### config.mk
export PLATFORM = sky130hd
export DESIGN_NAME = pmc_perf_monitor
export DESIGN_NICKNAME = d
export VERILOG_FILES = /design/src/rtl/pmc_pkg.sv /design/src/rtl/pmc_snap_mem.sv /design/src/rtl/pmc_perf_monitor.sv
export SDC_FILE = /design/constraint.sdc
export NUM_CORES = 2
export LEC_CHECK = 0
export CAP_MARGIN = 20
export CORE_MARGIN = 2
export CORE_UTILIZATION = 38
export CTS_BUF_LIST = sky130_fd_sc_hd__clkbuf_2 sky130_fd_sc_hd__clkbuf_4 sky130_fd_sc_hd__clkbuf_8
export CTS_CLUSTER_SIZE = 30
export DETAILED_ROUTE_END_ITERATION = 16
export DONT_BUFFER_PORTS = 1
export GPL_TIMING_DRIVEN = 0
export HOLD_SLACK_MARGIN = 0.05
export MAX_ROUTING_LAYER = met4
export PLACE_DENSITY = 0.52
export SETUP_SLACK_MARGIN = 0.05
export SYNTH_ARGS = -nofsm -noshare
export SYNTH_HDL_FRONTEND = slang
export SYNTH_HIERARCHICAL = 1
export SYNTH_SLANG_ARGS = --single-unit
### constraint.sdc
create_clock -name clk -period 15.2 [get_ports clk]
set_clock_uncertainty 0.15 [all_clocks]
set_input_delay 0.76 -clock clk [delete_from_list [all_inputs] [get_ports clk]]
set_output_delay 0.76 -clock clk [all_outputs]
set_load 0.03 [all_outputs]
### src/rtl/pmc_pkg.sv
// constants and types for the performance monitor counters
// Notes on behaviour
// - counter width 32, 48 or 64 bits; event and latency counts are parameters
// - defaults: 32-bit counters, five event counters then one latency counter
// - an event counter adds one per selected event while counting runs
// - latency counter keeps count, sum, sum of squares, minimum and maximum in cycles
// - counting starts or stops by debug command or by cross-trigger inputs
// - counters accessed in sequence; selection advances after each access and holds at the last
// - sample command captures all status and values in one cycle
// - event counter at maximum sets its overflow flag and raises interrupt
// - interrupt stays high until a clear command, then returns to zero
// - event 0 instruction, 30 cycle, 10 icache request, 11 icache hit
// - events 12..15 dcache read/hit/write/hit; 46, 47 combined request and hit
// - events 37, 38, 39 branches with delay slot
// - event 43 mmu data request; 48, 49, 50 mmu exceptions
// - monitor present only when debug level parameter equals 2
// - registers reached only through the debug port, serial or parallel
// - command bit 4 clear, 3 start, 2 stop, 1 sample, 0 selection reset
// - status bit 1 overflow, bit 0 latency restart before finish
// - 32-bit latency items: count, sum, square sum, min in 31:16 max in 15:0
// - 8-bit event select written per counter, selection advances per write up to the last counter
package pmc_pkg;
   localparam int PMC_DBG_EXTENDED = 2;
   localparam int PMC_DEF_WIDTH = 32;
   localparam int PMC_DEF_EVENTS = 5;
   localparam int PMC_DEF_LATENCY = 1;
   localparam int PMC_LAT_ITEMS32 = 4;
   localparam int PMC_LAT_ITEMS_WIDE = 7;

   // register addresses on the debug port
   localparam logic [2:0] PMC_ADDR_EVSEL = 3'h1;
   localparam logic [2:0] PMC_ADDR_CMD = 3'h2;
   localparam logic [2:0] PMC_ADDR_STATE = 3'h3;
   localparam logic [2:0] PMC_ADDR_DREAD = 3'h6;
   localparam logic [2:0] PMC_ADDR_DWRITE = 3'h7;

   localparam int PMC_CMD_CLEAR = 4;
   localparam int PMC_CMD_START = 3;
   localparam int PMC_CMD_STOP = 2;
   localparam int PMC_CMD_SAMPLE = 1;
   localparam int PMC_CMD_SELRST = 0;
   localparam int PMC_ST_OVF = 1;
   localparam int PMC_ST_FULL = 0;

   localparam logic [7:0] PMC_EV_INSTR = 8'h00;
   localparam logic [7:0] PMC_EV_IC_REQ = 8'h0a;
   localparam logic [7:0] PMC_EV_IC_HIT = 8'h0b;
   localparam logic [7:0] PMC_EV_DC_RD = 8'h0c;
   localparam logic [7:0] PMC_EV_DC_RDHIT = 8'h0d;
   localparam logic [7:0] PMC_EV_DC_WR = 8'h0e;
   localparam logic [7:0] PMC_EV_DC_WRHIT = 8'h0f;
   localparam logic [7:0] PMC_EV_CYCLE = 8'h1e;
   localparam logic [7:0] PMC_EV_BR_DS = 8'h25;
   localparam logic [7:0] PMC_EV_BRT_DS = 8'h26;
   localparam logic [7:0] PMC_EV_BRN_DS = 8'h27;
   localparam logic [7:0] PMC_EV_MMU_DREQ = 8'h2b;
   localparam logic [7:0] PMC_EV_DC_REQ = 8'h2e;
   localparam logic [7:0] PMC_EV_DC_HIT = 8'h2f;
   localparam logic [7:0] PMC_EV_MMU_EXC = 8'h30;
   localparam logic [7:0] PMC_EV_MMU_IEXC = 8'h31;
   localparam logic [7:0] PMC_EV_MMU_DEXC = 8'h32;
   localparam logic [7:0] PMC_EVSEL_RST = 8'h00;

   // processor pipeline event strobes
   typedef struct packed {
      logic instr_valid;
      logic icache_req;
      logic icache_hit;
      logic dcache_rd;
      logic dcache_rd_hit;
      logic dcache_wr;
      logic dcache_wr_hit;
      logic br_uncond_ds;
      logic br_taken_ds;
      logic br_ntaken_ds;
      logic mmu_data_req;
      logic mmu_iexc;
      logic mmu_dexc;
   } pmc_events_type;

   // debug register port command
   typedef struct packed {
      logic [2:0] addr;
      logic [31:0] wdata;
      logic wr;
      logic rd;
   } pmc_dbg_req_type;

   typedef enum logic [2:0] {
      PMC_ST_IDLE = 3'b001,
      PMC_ST_RUN = 3'b010,
      PMC_ST_BUSY = 3'b100
   } pmc_lat_state_type;
endpackage

### src/rtl/pmc_snap_mem.sv
// sampled counter item memory with registered read
`timescale 1ns/1ps
module pmc_snap_mem
   import pmc_pkg::*;
#(
   parameter int WIDTH = 32,
   parameter int DEPTH = 9,
   parameter int AW = 4
)
(
   input wire logic clk,
   input wire logic we,
   input wire logic [AW-1:0] waddr,
   input wire logic [WIDTH-1:0] wdata,
   input wire logic [AW-1:0] raddr,
   output logic [WIDTH-1:0] rdata
);
   logic [WIDTH-1:0] mem [DEPTH];

   always_ff @(posedge clk)
   begin
      if (we)
      begin
         mem[waddr] <= wdata;
      end
      rdata <= mem[raddr];
   end
endmodule // pmc_snap_mem

### src/rtl/pmc_perf_monitor.sv
// performance monitor: event counters, latency counter and debug registers
//
// Design decisions made here: the register offsets and the address-and-strobe port.
`timescale 1ns/1ps
module pmc_perf_monitor
   import pmc_pkg::*;
#(
   parameter int DEBUG_LEVEL = PMC_DBG_EXTENDED,
   parameter int CNT_WIDTH = PMC_DEF_WIDTH,
   parameter int NUM_EVENTS = PMC_DEF_EVENTS,
   parameter int NUM_LATENCY = PMC_DEF_LATENCY
)
(
   input wire logic clk,
   input wire logic sys_rst,
   input wire pmc_dbg_req_type dbg_req,
   output logic [31:0] dbg_rdata,
   input wire pmc_events_type events,
   input wire logic lat_start,
   input wire logic lat_finish,
   input wire logic xtrig_start,
   input wire logic xtrig_stop,
   output logic perf_intr
);
   ////////////////////////////////////////////////////////////////////////////
   localparam int NCNT = NUM_EVENTS + NUM_LATENCY;
   localparam int LAT_ITEMS = (CNT_WIDTH == 32) ? PMC_LAT_ITEMS32 : PMC_LAT_ITEMS_WIDE;
   localparam int EV_ITEMS = (CNT_WIDTH == 32) ? 1 : 2;
   localparam int NITEMS = NUM_EVENTS * EV_ITEMS + NUM_LATENCY * LAT_ITEMS;
   localparam int IW = $clog2(NITEMS + 1);
   localparam int SW = $clog2(NCNT + 1);
   localparam int MW = (CNT_WIDTH == 32) ? 16 : 32;
   localparam logic [CNT_WIDTH-1:0] CMAX = '1;
   localparam logic [MW-1:0] MMAX = '1;
   localparam bit PRESENT = (DEBUG_LEVEL == PMC_DBG_EXTENDED);

   // event number to strobe, used for every event counter
   function automatic logic ev_hit(input logic [7:0] sel, input pmc_events_type e);
      logic h;
      h = 1'b0;
      case (sel)
         PMC_EV_INSTR: h = e.instr_valid;
         PMC_EV_CYCLE: h = 1'b1;
         PMC_EV_IC_REQ: h = e.icache_req;
         PMC_EV_IC_HIT: h = e.icache_hit;
         PMC_EV_DC_RD: h = e.dcache_rd;
         PMC_EV_DC_RDHIT: h = e.dcache_rd_hit;
         PMC_EV_DC_WR: h = e.dcache_wr;
         PMC_EV_DC_WRHIT: h = e.dcache_wr_hit;
         PMC_EV_DC_REQ: h = e.dcache_rd | e.dcache_wr;
         PMC_EV_DC_HIT: h = e.dcache_rd_hit | e.dcache_wr_hit;
         PMC_EV_BR_DS: h = e.br_uncond_ds;
         PMC_EV_BRT_DS: h = e.br_taken_ds;
         PMC_EV_BRN_DS: h = e.br_ntaken_ds;
         PMC_EV_MMU_DREQ: h = e.mmu_data_req;
         PMC_EV_MMU_EXC: h = e.mmu_iexc | e.mmu_dexc;
         PMC_EV_MMU_IEXC: h = e.mmu_iexc;
         PMC_EV_MMU_DEXC: h = e.mmu_dexc;
         default: h = 1'b0;
      endcase
      return h;
   endfunction

   ////////////////////////////////////////////////////////////////////////////
   // debug port decode; registers invisible elsewhere
   wire logic wr_evsel = PRESENT && dbg_req.wr && dbg_req.addr == PMC_ADDR_EVSEL;
   wire logic wr_cmd = PRESENT && dbg_req.wr && dbg_req.addr == PMC_ADDR_CMD;
   wire logic rd_state = PRESENT && dbg_req.rd && dbg_req.addr == PMC_ADDR_STATE;
   wire logic rd_data = PRESENT && dbg_req.rd && dbg_req.addr == PMC_ADDR_DREAD;
   wire logic wr_data = PRESENT && dbg_req.wr && dbg_req.addr == PMC_ADDR_DWRITE;
   wire logic cmd_clear = wr_cmd & dbg_req.wdata[PMC_CMD_CLEAR];
   wire logic cmd_start = wr_cmd & dbg_req.wdata[PMC_CMD_START];
   wire logic cmd_stop = wr_cmd & dbg_req.wdata[PMC_CMD_STOP];
   wire logic cmd_sample = wr_cmd & dbg_req.wdata[PMC_CMD_SAMPLE];
   wire logic cmd_selrst = wr_cmd & dbg_req.wdata[PMC_CMD_SELRST];

   logic [IW-1:0] item_ff;
   logic [SW-1:0] sel_ff;
   logic run_ff;
   logic [7:0] evsel_ff [NCNT];
   logic [CNT_WIDTH-1:0] ecnt_ff [NUM_EVENTS];
   logic [1:0] est_ff [NUM_EVENTS];
   logic [1:0] snap_st_ff [NCNT];
   logic [NUM_EVENTS-1:0] ev_ovf;

   // sync cross-trigger pins
   logic [1:0] xs_ff;
   logic [1:0] xp_ff;
   always_ff @(posedge clk or posedge sys_rst)
   begin
      if (sys_rst)
      begin
         xs_ff <= 2'h0;
         xp_ff <= 2'h0;
      end
      else
      begin
         xs_ff <= {xs_ff[0], xtrig_start};
         xp_ff <= {xp_ff[0], xtrig_stop};
      end
   end

   // stop wins over start when both arrive together
   wire logic go = cmd_start | xs_ff[1];
   wire logic halt = cmd_stop | xp_ff[1];
   wire logic nxt_run = halt ? 1'b0 : (go ? 1'b1 : run_ff);

   // one access pointer for status/select, one for data items
   wire logic sel_step = wr_evsel | rd_state;
   wire logic item_step = rd_data | wr_data;
   wire logic [SW-1:0] nxt_sel = cmd_selrst ? '0 : sel_ff + SW'(sel_step && sel_ff < SW'(NCNT - 1));
   wire logic [IW-1:0] nxt_item = cmd_selrst ? '0 : item_ff + IW'(item_step && item_ff < IW'(NITEMS - 1));

   always_ff @(posedge clk or posedge sys_rst)
   begin
      if (sys_rst)
      begin
         run_ff <= 1'b0;
         sel_ff <= '0;
         item_ff <= '0;
      end
      else
      begin
         run_ff <= nxt_run;
         sel_ff <= nxt_sel;
         item_ff <= nxt_item;
      end
   end

   ////////////////////////////////////////////////////////////////////////////
   // event select registers and event counters
   genvar gi;
   generate
      for (gi = 0; gi < NCNT; gi++)
      begin : g_sel
         always_ff @(posedge clk or posedge sys_rst)
         begin
            if (sys_rst)
               evsel_ff[gi] <= PMC_EVSEL_RST;
            else if (wr_evsel && sel_ff == SW'(gi))
               evsel_ff[gi] <= dbg_req.wdata[7:0];
         end
      end
      for (gi = 0; gi < NUM_EVENTS; gi++)
      begin : g_ev
         localparam int LO = (CNT_WIDTH == 32) ? gi : 2 * gi;
         wire logic hit = run_ff & ev_hit(evsel_ff[gi], events);
         wire logic at_max = ecnt_ff[gi] == CMAX;
         wire logic wr_lo = wr_data && item_ff == IW'(LO + EV_ITEMS - 1);
         wire logic wr_hi = wr_data && EV_ITEMS == 2 && item_ff == IW'(LO);
         wire logic [CNT_WIDTH+31:0] hi_load = {dbg_req.wdata, ecnt_ff[gi][31:0]};
         assign ev_ovf[gi] = est_ff[gi][PMC_ST_OVF];
         always_ff @(posedge clk or posedge sys_rst)
         begin
            if (sys_rst)
            begin
               ecnt_ff[gi] <= '0;
               est_ff[gi] <= 2'h0;
            end
            else if (cmd_clear)
            begin
               ecnt_ff[gi] <= '0;
               est_ff[gi] <= 2'h0;
            end
            else
            begin
               if (wr_lo)
                  ecnt_ff[gi][31:0] <= dbg_req.wdata;
               else if (wr_hi)
                  ecnt_ff[gi] <= hi_load[CNT_WIDTH-1:0];
               else if (hit)
                  ecnt_ff[gi] <= ecnt_ff[gi] + 1'b1;
               if (hit && at_max)
                  est_ff[gi][PMC_ST_OVF] <= 1'b1;
            end
         end
      end
   endgenerate

   ////////////////////////////////////////////////////////////////////////////
   // latency counter (first one is measured; extra ones read as zero)
   pmc_lat_state_type lst_ff;
   logic [MW-1:0] lcur_ff;
   logic [CNT_WIDTH-1:0] ln_ff;
   logic [CNT_WIDTH-1:0] lsum_ff;
   logic [CNT_WIDTH-1:0] lsq_ff;
   logic [MW-1:0] lmin_ff;
   logic [MW-1:0] lmax_ff;
   logic [1:0] lat_st_ff;
   wire logic lat_done = run_ff && lst_ff == PMC_ST_RUN && lat_finish;
   wire logic [MW-1:0] lat_val = lcur_ff + 1'b1;
   wire logic [CNT_WIDTH-1:0] lat_sq = CNT_WIDTH'(lat_val) * CNT_WIDTH'(lat_val);
   wire pmc_lat_state_type nxt_lst = !run_ff ? PMC_ST_IDLE :
      (lat_start ? PMC_ST_RUN : (lat_finish ? PMC_ST_IDLE : lst_ff));

   always_ff @(posedge clk or posedge sys_rst)
   begin
      if (sys_rst)
      begin
         lst_ff <= PMC_ST_IDLE;
         lcur_ff <= '0;
         ln_ff <= '0;
         lsum_ff <= '0;
         lsq_ff <= '0;
         lmin_ff <= MMAX;
         lmax_ff <= '0;
         lat_st_ff <= 2'h0;
      end
      else if (cmd_clear)
      begin
         lst_ff <= PMC_ST_IDLE;
         lcur_ff <= '0;
         ln_ff <= '0;
         lsum_ff <= '0;
         lsq_ff <= '0;
         lmin_ff <= MMAX;
         lmax_ff <= '0;
         lat_st_ff <= 2'h0;
      end
      else
      begin
         lst_ff <= nxt_lst;
         case (lst_ff)
            PMC_ST_IDLE: lcur_ff <= '0;
            PMC_ST_RUN: lcur_ff <= (lat_start || lat_finish) ? '0 : lat_val;
            PMC_ST_BUSY: lcur_ff <= '0;
            default: lcur_ff <= '0;
         endcase
         if (run_ff && lst_ff == PMC_ST_RUN && lat_start && !lat_finish)
            lat_st_ff[PMC_ST_FULL] <= 1'b1;
         if (lat_done)
         begin
            ln_ff <= ln_ff + 1'b1;
            lsum_ff <= lsum_ff + CNT_WIDTH'(lat_val);
            lsq_ff <= lsq_ff + lat_sq;
            if (lat_val < lmin_ff)
               lmin_ff <= lat_val;
            if (lat_val > lmax_ff)
               lmax_ff <= lat_val;
            if (ln_ff == CMAX || lsum_ff > CMAX - CNT_WIDTH'(lat_val))
               lat_st_ff[PMC_ST_OVF] <= 1'b1;
         end
      end
   end

   ////////////////////////////////////////////////////////////////////////////
   // item list in access order: events, then latency items
   logic [31:0] items [NITEMS];
   generate
      for (gi = 0; gi < NUM_EVENTS; gi++)
      begin : g_evi
         if (CNT_WIDTH == 32)
         begin : g_n
            assign items[gi] = ecnt_ff[gi];
         end
         else
         begin : g_w
            assign items[2*gi] = 32'(ecnt_ff[gi][CNT_WIDTH-1:32]);
            assign items[2*gi+1] = ecnt_ff[gi][31:0];
         end
      end
      for (gi = 0; gi < NUM_LATENCY; gi++)
      begin : g_lti
         localparam int B = NUM_EVENTS * EV_ITEMS + gi * LAT_ITEMS;
         if (CNT_WIDTH == 32)
         begin : g_n
            assign items[B] = (gi == 0) ? ln_ff : 32'h0;
            assign items[B+1] = (gi == 0) ? lsum_ff : 32'h0;
            assign items[B+2] = (gi == 0) ? lsq_ff : 32'h0;
            assign items[B+3] = (gi == 0) ? {lmin_ff, lmax_ff} : 32'h0;
         end
         else
         begin : g_w
            assign items[B] = (gi == 0) ? ln_ff[31:0] : 32'h0;
            assign items[B+1] = (gi == 0) ? 32'(lsum_ff[CNT_WIDTH-1:32]) : 32'h0;
            assign items[B+2] = (gi == 0) ? lsum_ff[31:0] : 32'h0;
            assign items[B+3] = (gi == 0) ? 32'(lsq_ff[CNT_WIDTH-1:32]) : 32'h0;
            assign items[B+4] = (gi == 0) ? lsq_ff[31:0] : 32'h0;
            assign items[B+5] = (gi == 0) ? 32'(lmin_ff) : 32'h0;
            assign items[B+6] = (gi == 0) ? 32'(lmax_ff) : 32'h0;
         end
      end
      for (gi = 0; gi < NCNT; gi++)
      begin : g_sst
         wire logic [1:0] live = (gi < NUM_EVENTS) ? est_ff[gi % NUM_EVENTS] : ((gi == NUM_EVENTS) ? lat_st_ff : 2'h0);
         always_ff @(posedge clk or posedge sys_rst)
         begin
            if (sys_rst)
               snap_st_ff[gi] <= 2'h0;
            else if (cmd_sample)
               snap_st_ff[gi] <= live;
         end
      end
   endgenerate

   // sample copies all items into memory over following cycles; status is exact
   logic [IW-1:0] cp_ff;
   logic cp_busy_ff;
   logic [31:0] snap_rdata;
   logic [31:0] items_frozen [NITEMS];
   generate
      for (gi = 0; gi < NITEMS; gi++)
      begin : g_frz
         always_ff @(posedge clk)
         begin
            if (cmd_sample)
               items_frozen[gi] <= items[gi];
         end
      end
   endgenerate

   always_ff @(posedge clk or posedge sys_rst)
   begin
      if (sys_rst)
      begin
         cp_ff <= '0;
         cp_busy_ff <= 1'b0;
      end
      else
      begin
         if (cmd_sample)
         begin
            cp_ff <= '0;
            cp_busy_ff <= 1'b1;
         end
         else if (cp_busy_ff)
         begin
            // pointer parks on the last item so the frozen copy is never indexed past its end
            cp_busy_ff <= cp_ff != IW'(NITEMS - 1);
            cp_ff <= (cp_ff == IW'(NITEMS - 1)) ? cp_ff : cp_ff + 1'b1;
         end
      end
   end

   pmc_snap_mem #(.WIDTH(32), .DEPTH(NITEMS), .AW(IW)) u_snap
   (
      .clk(clk),
      .we(cp_busy_ff),
      .waddr(cp_ff),
      .wdata(items_frozen[cp_ff]),
      .raddr(item_ff),
      .rdata(snap_rdata)
   );

   ////////////////////////////////////////////////////////////////////////////
   // read answer and interrupt
   logic rd_state_ff;
   logic rd_data_ff;
   logic [1:0] st_rd_ff;
   always_ff @(posedge clk or posedge sys_rst)
   begin
      if (sys_rst)
      begin
         rd_state_ff <= 1'b0;
         rd_data_ff <= 1'b0;
         st_rd_ff <= 2'h0;
         perf_intr <= 1'b0;
      end
      else
      begin
         rd_state_ff <= rd_state;
         rd_data_ff <= rd_data;
         st_rd_ff <= snap_st_ff[sel_ff];
         // clear wins: a fresh overflow in the clear cycle is already zeroed by clear
         perf_intr <= PRESENT && !cmd_clear && ((|ev_ovf) || perf_intr);
      end
   end
   // data comes straight from the memory register or the status register
   assign dbg_rdata = rd_data_ff ? snap_rdata : (rd_state_ff ? {30'h0, st_rd_ff} : 32'h0);
endmodule // pmc_perf_monitor

======== Word level (Yosys, flattened, before mapping) ========
Memory sizes are Yosys's and may differ from the RTL's. A register that Yosys moved wholly into a read port is not among the register bits.
Index checks and enable logic that the tools add are counted.
word-level totals
  register bits ........................... 383
  RAM bits ................................ 576
  input bits .............................. 56
  output and inout port bits .............. 33
  word-level logic and storage cells ...... 317
  memories kept ........................... 2
cells by class
  $add $sub $neg .......................... 13
  multiply operators ...................... 1
  $lt $le $gt $ge ......................... 6
  equality and inequality tests ........... 104
  mux-type cells .......................... 71
  bitwise gates (word level) .............. 18
  reductions and logical operators ........ 61
memories
  name          words  width  rd ports  clocked after memory_dff  wr ports  line                     text
  items_frozen  9      32     1         0                         9         pmc_perf_monitor.sv:300  logic [31:0] items_frozen [NITEMS];
  u_snap.mem    9      32     1         1                         1         pmc_snap_mem.sv:18       logic [WIDTH-1:0] mem [DEPTH];
operator list
  cell                                                                  number
  32-bit 2-to-1 mux                                                     22
  8-bit by 6-bit == test with 1-bit output (second input constant)      45
  8-bit by 4-bit == test with 1-bit output (second input constant)      30
  32-bit by 1-bit adder with 32-bit output (second input constant)      6
  32-bit == test (second input constant)                                6
  16-bit 2-to-1 mux                                                     9
  1-bit one-hot mux with 17 select lines                                5
  8-bit by 5-bit == test with 1-bit output (second input constant)      5
  8-bit zero test                                                       5
  32-bit by 16-bit adder with 32-bit output                             1
  32-bit adder                                                          1
  32-bit greater-than comparator                                        1
  16-bit by 16-bit multiplier with 32-bit output                        1
  1-bit logical AND                                                     27
  2-bit nonzero test                                                    12
  1-bit 2-to-1 mux                                                      21
  1-bit by 17-bit subtractor with 18-bit output (first input constant)  1
  16-bit by 1-bit adder with 16-bit output (second input constant)      1
  16-bit greater-than comparator                                        1
  16-bit less-than comparator                                           1
  4-bit 2-to-1 mux                                                      4
  3-bit by 2-bit == test with 1-bit output (second input constant)      5
  3-bit 2-to-1 mux                                                      5
  3-bit nonzero test                                                    5
  other kinds (25)                                                      54

======== Logic depth before layout (Yosys ltp) ========
  depth in word-level cells ............... 7
  depth in mapped cells ................... 31
  gate-level depth less buffers ........... 30

======== Hierarchy ========
The synthesis kept the hierarchy.
modules (own cells, without submodules)
  module            instances  cells each  area an instance (um2)  sequential area each (um2)
  pmc_perf_monitor  1          3,811       40,547.6                18,228.7
  pmc_snap_mem      1          629         11,895.2                9,288.9

======== Least setup slack after synthesis ========
OpenSTA, ideal clock, no wires.
  path type ............................... input to register
  start ................................... input port dbg_req[36] (netlist bit)
  end ..................................... register snap_st_ff[0] (netlist bit)
  data arrival time ....................... 10,740 ps
  data required time ...................... 14,941 ps
  path slack .............................. 4,201 ps
  cell stages on the path ................. 4
  buffers on the path ..................... 1
  path through ............................ nor3_1 -> and2_0 -> clkbuf_1 -> mux2_2
on the way
  longest elaborated chain between the ends .. 3
ends and longest elaborated chain
  what                                      line                     text
  from (decl)                               pmc_perf_monitor.sv:16   input wire pmc_dbg_req_type dbg_req,
  3-bit by 2-bit == test with 1-bit output  pmc_perf_monitor.sv:67   wire logic wr_cmd = PRESENT && dbg_req.wr && dbg_req.addr == PMC_ADDR_CMD;
  1-bit logical AND                         pmc_perf_monitor.sv:67
  1-bit AND                                 pmc_perf_monitor.sv:74   wire logic cmd_sample = wr_cmd & dbg_req.wdata[PMC_CMD_SAMPLE];
  net cmd_sample                            pmc_perf_monitor.sv:74
  to (signal, indexed assignment)           pmc_perf_monitor.sv:291  snap_st_ff[gi] <= live;
  to (decl)                                 pmc_perf_monitor.sv:83   logic [1:0] snap_st_ff [NCNT];
The timed path passes the listed nets, and every way through them passes these cells.
A chain may end at the register's enable or synchronous reset.

======== Worst setup path in the final report ========
  start ................................... register lcur_ff[0]
  end ..................................... register lsq_ff[25]
on the way
  longest elaborated chain between the ends .. 5
ends and longest elaborated chain
  what                                            line                     text
  from (decl)                                     pmc_perf_monitor.sv:183  logic [MW-1:0] lcur_ff;
  from (signal assigned)                          pmc_perf_monitor.sv:225  PMC_ST_RUN: lcur_ff <= (lat_start || lat_finish) ? '0 : lat_val;
  16-bit by 1-bit adder with 16-bit output        pmc_perf_monitor.sv:191  wire logic [MW-1:0] lat_val = lcur_ff + 1'b1;
  16-bit by 16-bit multiplier with 32-bit output  pmc_perf_monitor.sv:192  wire logic [CNT_WIDTH-1:0] lat_sq = CNT_WIDTH'(lat_val) * CNT_WIDTH'(lat_val);
  32-bit adder                                    pmc_perf_monitor.sv:235  lsq_ff <= lsq_ff + lat_sq;
  32-bit 2-to-1 mux                               pmc_perf_monitor.sv:231  if (lat_done)
  32-bit 2-to-1 mux                               pmc_perf_monitor.sv:209  else if (cmd_clear)
  to (signal assigned)                            pmc_perf_monitor.sv:235
  to (decl)                                       pmc_perf_monitor.sv:186  logic [CNT_WIDTH-1:0] lsq_ff;
Every way passes these cells. The select of a mux whose other input is x is not followed.

==> results.cfg <==
[die]
chipWidth_microns = 375
io_pins = 89
die_y_microns = 375
core.rowCount = 136
die-area_sq_mm = 0.141
start_util_pct = 38.2
core_sq_mm = 0.137

[place]
gp_congestion = 0.936
dp_slack_ns = 5.56
port_buffers = 0
dp_cells = 6283
place_hpwl_microns = 121000

[sta]
tightest_slew_ns = 1.17
clock.fmax_mhz = 103
maxSlewHeadroom_pct = 21.3
setup_viol = 0
fin_crit_sh_pct = 63.9
rsz0062_at_grt = false
period_needed_ns = 9.72
setup_slack_ns = 5.48
hold_viol_final = 0
maxSlewViolCount = 0

[power]
power_frac_seq_pct = 44.5
p_leak_nw = 24.7
vdd_drop_max_mv = 0.0928
p_sw_mw = 2.96
sw_frac_of_total_pct = 33.8
power_density_mw_per_mm2 = 147
intPower_mw = 5.80
power.combinational.fraction_pct = 26.6
p_clk_share_pct = 28.9

[yosys]
synth_edf_count = 576
synth_fp_nets = 4852
synthCells = 4440
syn_avg_cell_area_sq_um = 11.8
synthAdderAreaFrac_pct = 11.3
synth-compound-area-share_pct = 9.35
yosys_register_bits = 990
ys_types = 100
synth_ff_type = edfxtp_1
netlist_area_sq_mm = 0.0524
ys_seq_area_share_pct = 52.5
synth_top_family_by_area = adder cells
synthArstFlopShare_pct = 38.6
synth.area.mux_share_pct = 7.34
synthXorXnorAreaFrac_pct = 4.08
ys_warn_count = 6
yosys.area_share.simple_pct = 10.5

[drt]
ant_nets = 0
drcViolationCount = 0
vias = 36100
routed_wl_microns = 165000
wl_per_cell_microns = 24.8
firstDrtPassIters = 6
vias_per_cell = 5.43
drt_iter0_markers = 3479

[run]
max_cap_violations = 0

[clock_tree]
cts_sinks = 990
clockRootBuffer = clkbuf_8
ctsResizeCount = 0
cts_hold_buf = 39
cts_tree = yes
cts_made_buffers = 169
postCtsSetupBuffers = 0
clk_latency_ns = 0.91
clockBufferDepth = 3
path_clk_slew_ns = 0.06
htree_num_levels = 4

[worst_setup_path]
start_kind = register
crit_top_cell = fa_1
cp-end-kind = register
critPathMaxFanout = 12
crit_required_ns = 15.83
worstSetupPathType = register to register
max_stage_delay_ns = 1.04
worst_ep_arrival_time_ns = 10.35
cp_num_buf_inv = 4
crit_family = adder cells
r2r_slack_ns = 5.48
crit_path_top_delay_cell = clkinv_1

[layout]
nNetsFinal = 5121
drive_gt1_share_pct = 13.3
syn2layout_area_growth_pct = 13.7
fin_cells = 6653

[global_route]
grt_pass1_wl_microns = 244000
antenna_found_initial = 5
grt_usage_pct = 24.3
overflow = 0
grt_max_degree = 107
grt_pass1_vias = 35500

[outcome]
status = finished, final reports clean

[hold_path]
hold_path.class = primary input to register
-- cell families (layout without fill, tap and decap cells) --
kind of cell / count (synthesis) / after routing
xor+xnor: 244 / 244
compound gates: 781 / 781
other cells: 0 / 4
buf+inv: 647 / 1062
simple gates: 1133 / 1133
mux: 289 / 289
flops: 990 / 990
fa+ha+maj: 356 / 356
-- cells in the mapped netlist, drive strengths merged, types with 10 or more instances --
master / instances / area [sq um]
edfxtp: 576 / 17300
inv: 427 / 1600
nand2: 377 / 1420
dfrtp: 365 / 9130
nor2: 276 / 1050
a21oi: 236 / 1180
o21ai: 213 / 1070
fa: 195 / 3900
clkbuf: 164 / 646
ha: 161 / 2010
xnor2: 128 / 1120
xor2: 116 / 1020
mux2: 113 / 1270
mux2i: 111 / 1110
nand3: 83 / 415
and2: 69 / 433
a211oi: 67 / 508
mux4: 65 / 1460
and3: 63 / 398
nand4: 60 / 375
buf: 51 / 325
nor3: 50 / 250
o31ai: 43 / 433
a21o: 39 / 293
o22ai: 39 / 244
a22o: 34 / 298
dfxtp: 32 / 641
nor2b: 29 / 191
o211ai: 27 / 203
nor4: 20 / 131
a31oi: 19 / 119
and4: 18 / 159
or3: 18 / 118
dfstp: 17 / 447
nand2b: 14 / 87.6
nand3b: 11 / 82.6
nor3b: 10 / 75.1
-- power groups by stage --
stage	clock, mW	sequential, mW	combinational [mW]
finish	2.53	3.90	2.33
CTS	2.58	3.90	2.32
detailed placement	0	3.95	2.29
floorplan	0	3.81	1.51
global placement	0	3.96	2.20
global route	2.71	3.95	2.51
-- through the flow --
stage / utilization (%) / hold slack [ns] / TNS (ns) / instance area (sq um) / power [mW]
2_1_floorplan: - / 0.181 / 0 / 52400 / 5.32
3_3_place_gp: 39.9 / 0.184 / -903.95 / 54700 / 6.16
3_5_place_dp: 40.5 / 0.185 / 0 / 55600 / 6.24
4_1_cts: 43.4 / 0.0824 / 0 / 59500 / 8.80
5_1_grt: 43.5 / 0.155 / 0 / 59600 / 9.17
6_report: 43.5 / 0.170 / 0 / 59600 / 8.76
-- cells in the final DEF (no fill, tap or decap), types with 20 or more instances in the layout --
cell type      instances
and3_1                60
nor2b_1               27
nand3_1               83
buf_6                 20
a21o_1                39
buf_4                 28
o211ai_1              27
o22ai_1               39
dfxtp_1               32
mux2i_1              111
clkbuf_1             160
a211oi_1              66
dfrtp_1              365
inv_1                425
a21oi_1              236
nor2_1               266
edfxtp_1             576
clkbuf_8             193
mux2_2               112
ha_1                 161
o21ai_0              211
xnor2_1              125
a22o_1                34
clkbuf_4              77
nor3_1                48
fa_1                 195
nand4_1               60
o31ai_1               21
mux4_2                65
dlygate4sd3_1         39
o31ai_2               22
and2_1                66
xor2_1               116
clkinv_1              32
nand2_1              376
-- registers in the layout, summed over array words and instances, names as in the netlist, 16 cells and up --
signal        count
lsq_ff           32
u_snap/rdata     32
u_snap/mem      288
lmin_ff          16
ln_ff            32
ecnt_ff         160
lsum_ff          32
items_frozen    288
lmax_ff          16
evsel_ff         40
lcur_ff          16
-- routing by layer --
layer | track usage (%) | share of wire, %
met5 | - | 0
met4 | 6.91 | 2.4
met3 | 4.10 | 6.4
met2 | 36.9 | 46
met1 | 33.6 | 45
-- cell type report --
cell class,instances,area (sq um)
Clock buffer,256,3110
Timing Repair Buffer,98,1220
Clock inverter,61,470
Sequential cell,990,27500
Buffer,217,1020
Antenna cell,4,10.0
Inverter,430,1620
Multi-Input combinational cell,2803,22400
Fill cell,12900,77500
Tap cell,1794,2240
-- worst paths after layout --
| path | startpoint | end | cells past startpoint |
|---|---|---|---|
| min in group asynchronous | sys_rst | evsel_ff[34]$_DFFE_PP0P_ | 2 |
| min reg2reg | xp_ff[0]$_DFF_PP0_ | xp_ff[1]$_DFF_PP0_ | 0 |
| max in group asynchronous | sys_rst | ecnt_ff[91]$_DFFE_PP0P_ | 3 |
| max reg2reg | lcur_ff[0]$_DFF_PP0_ | lsq_ff[25]$_DFFE_PP0P_ | 26 |
| min | dbg_req[3] | snap_st_ff[1]$_DFFE_PP0P_ | 2 |
| max | lcur_ff[0]$_DFF_PP0_ | lsq_ff[25]$_DFFE_PP0P_ | 26 |
Note: power is estimated with default switching activity, not from simulation.
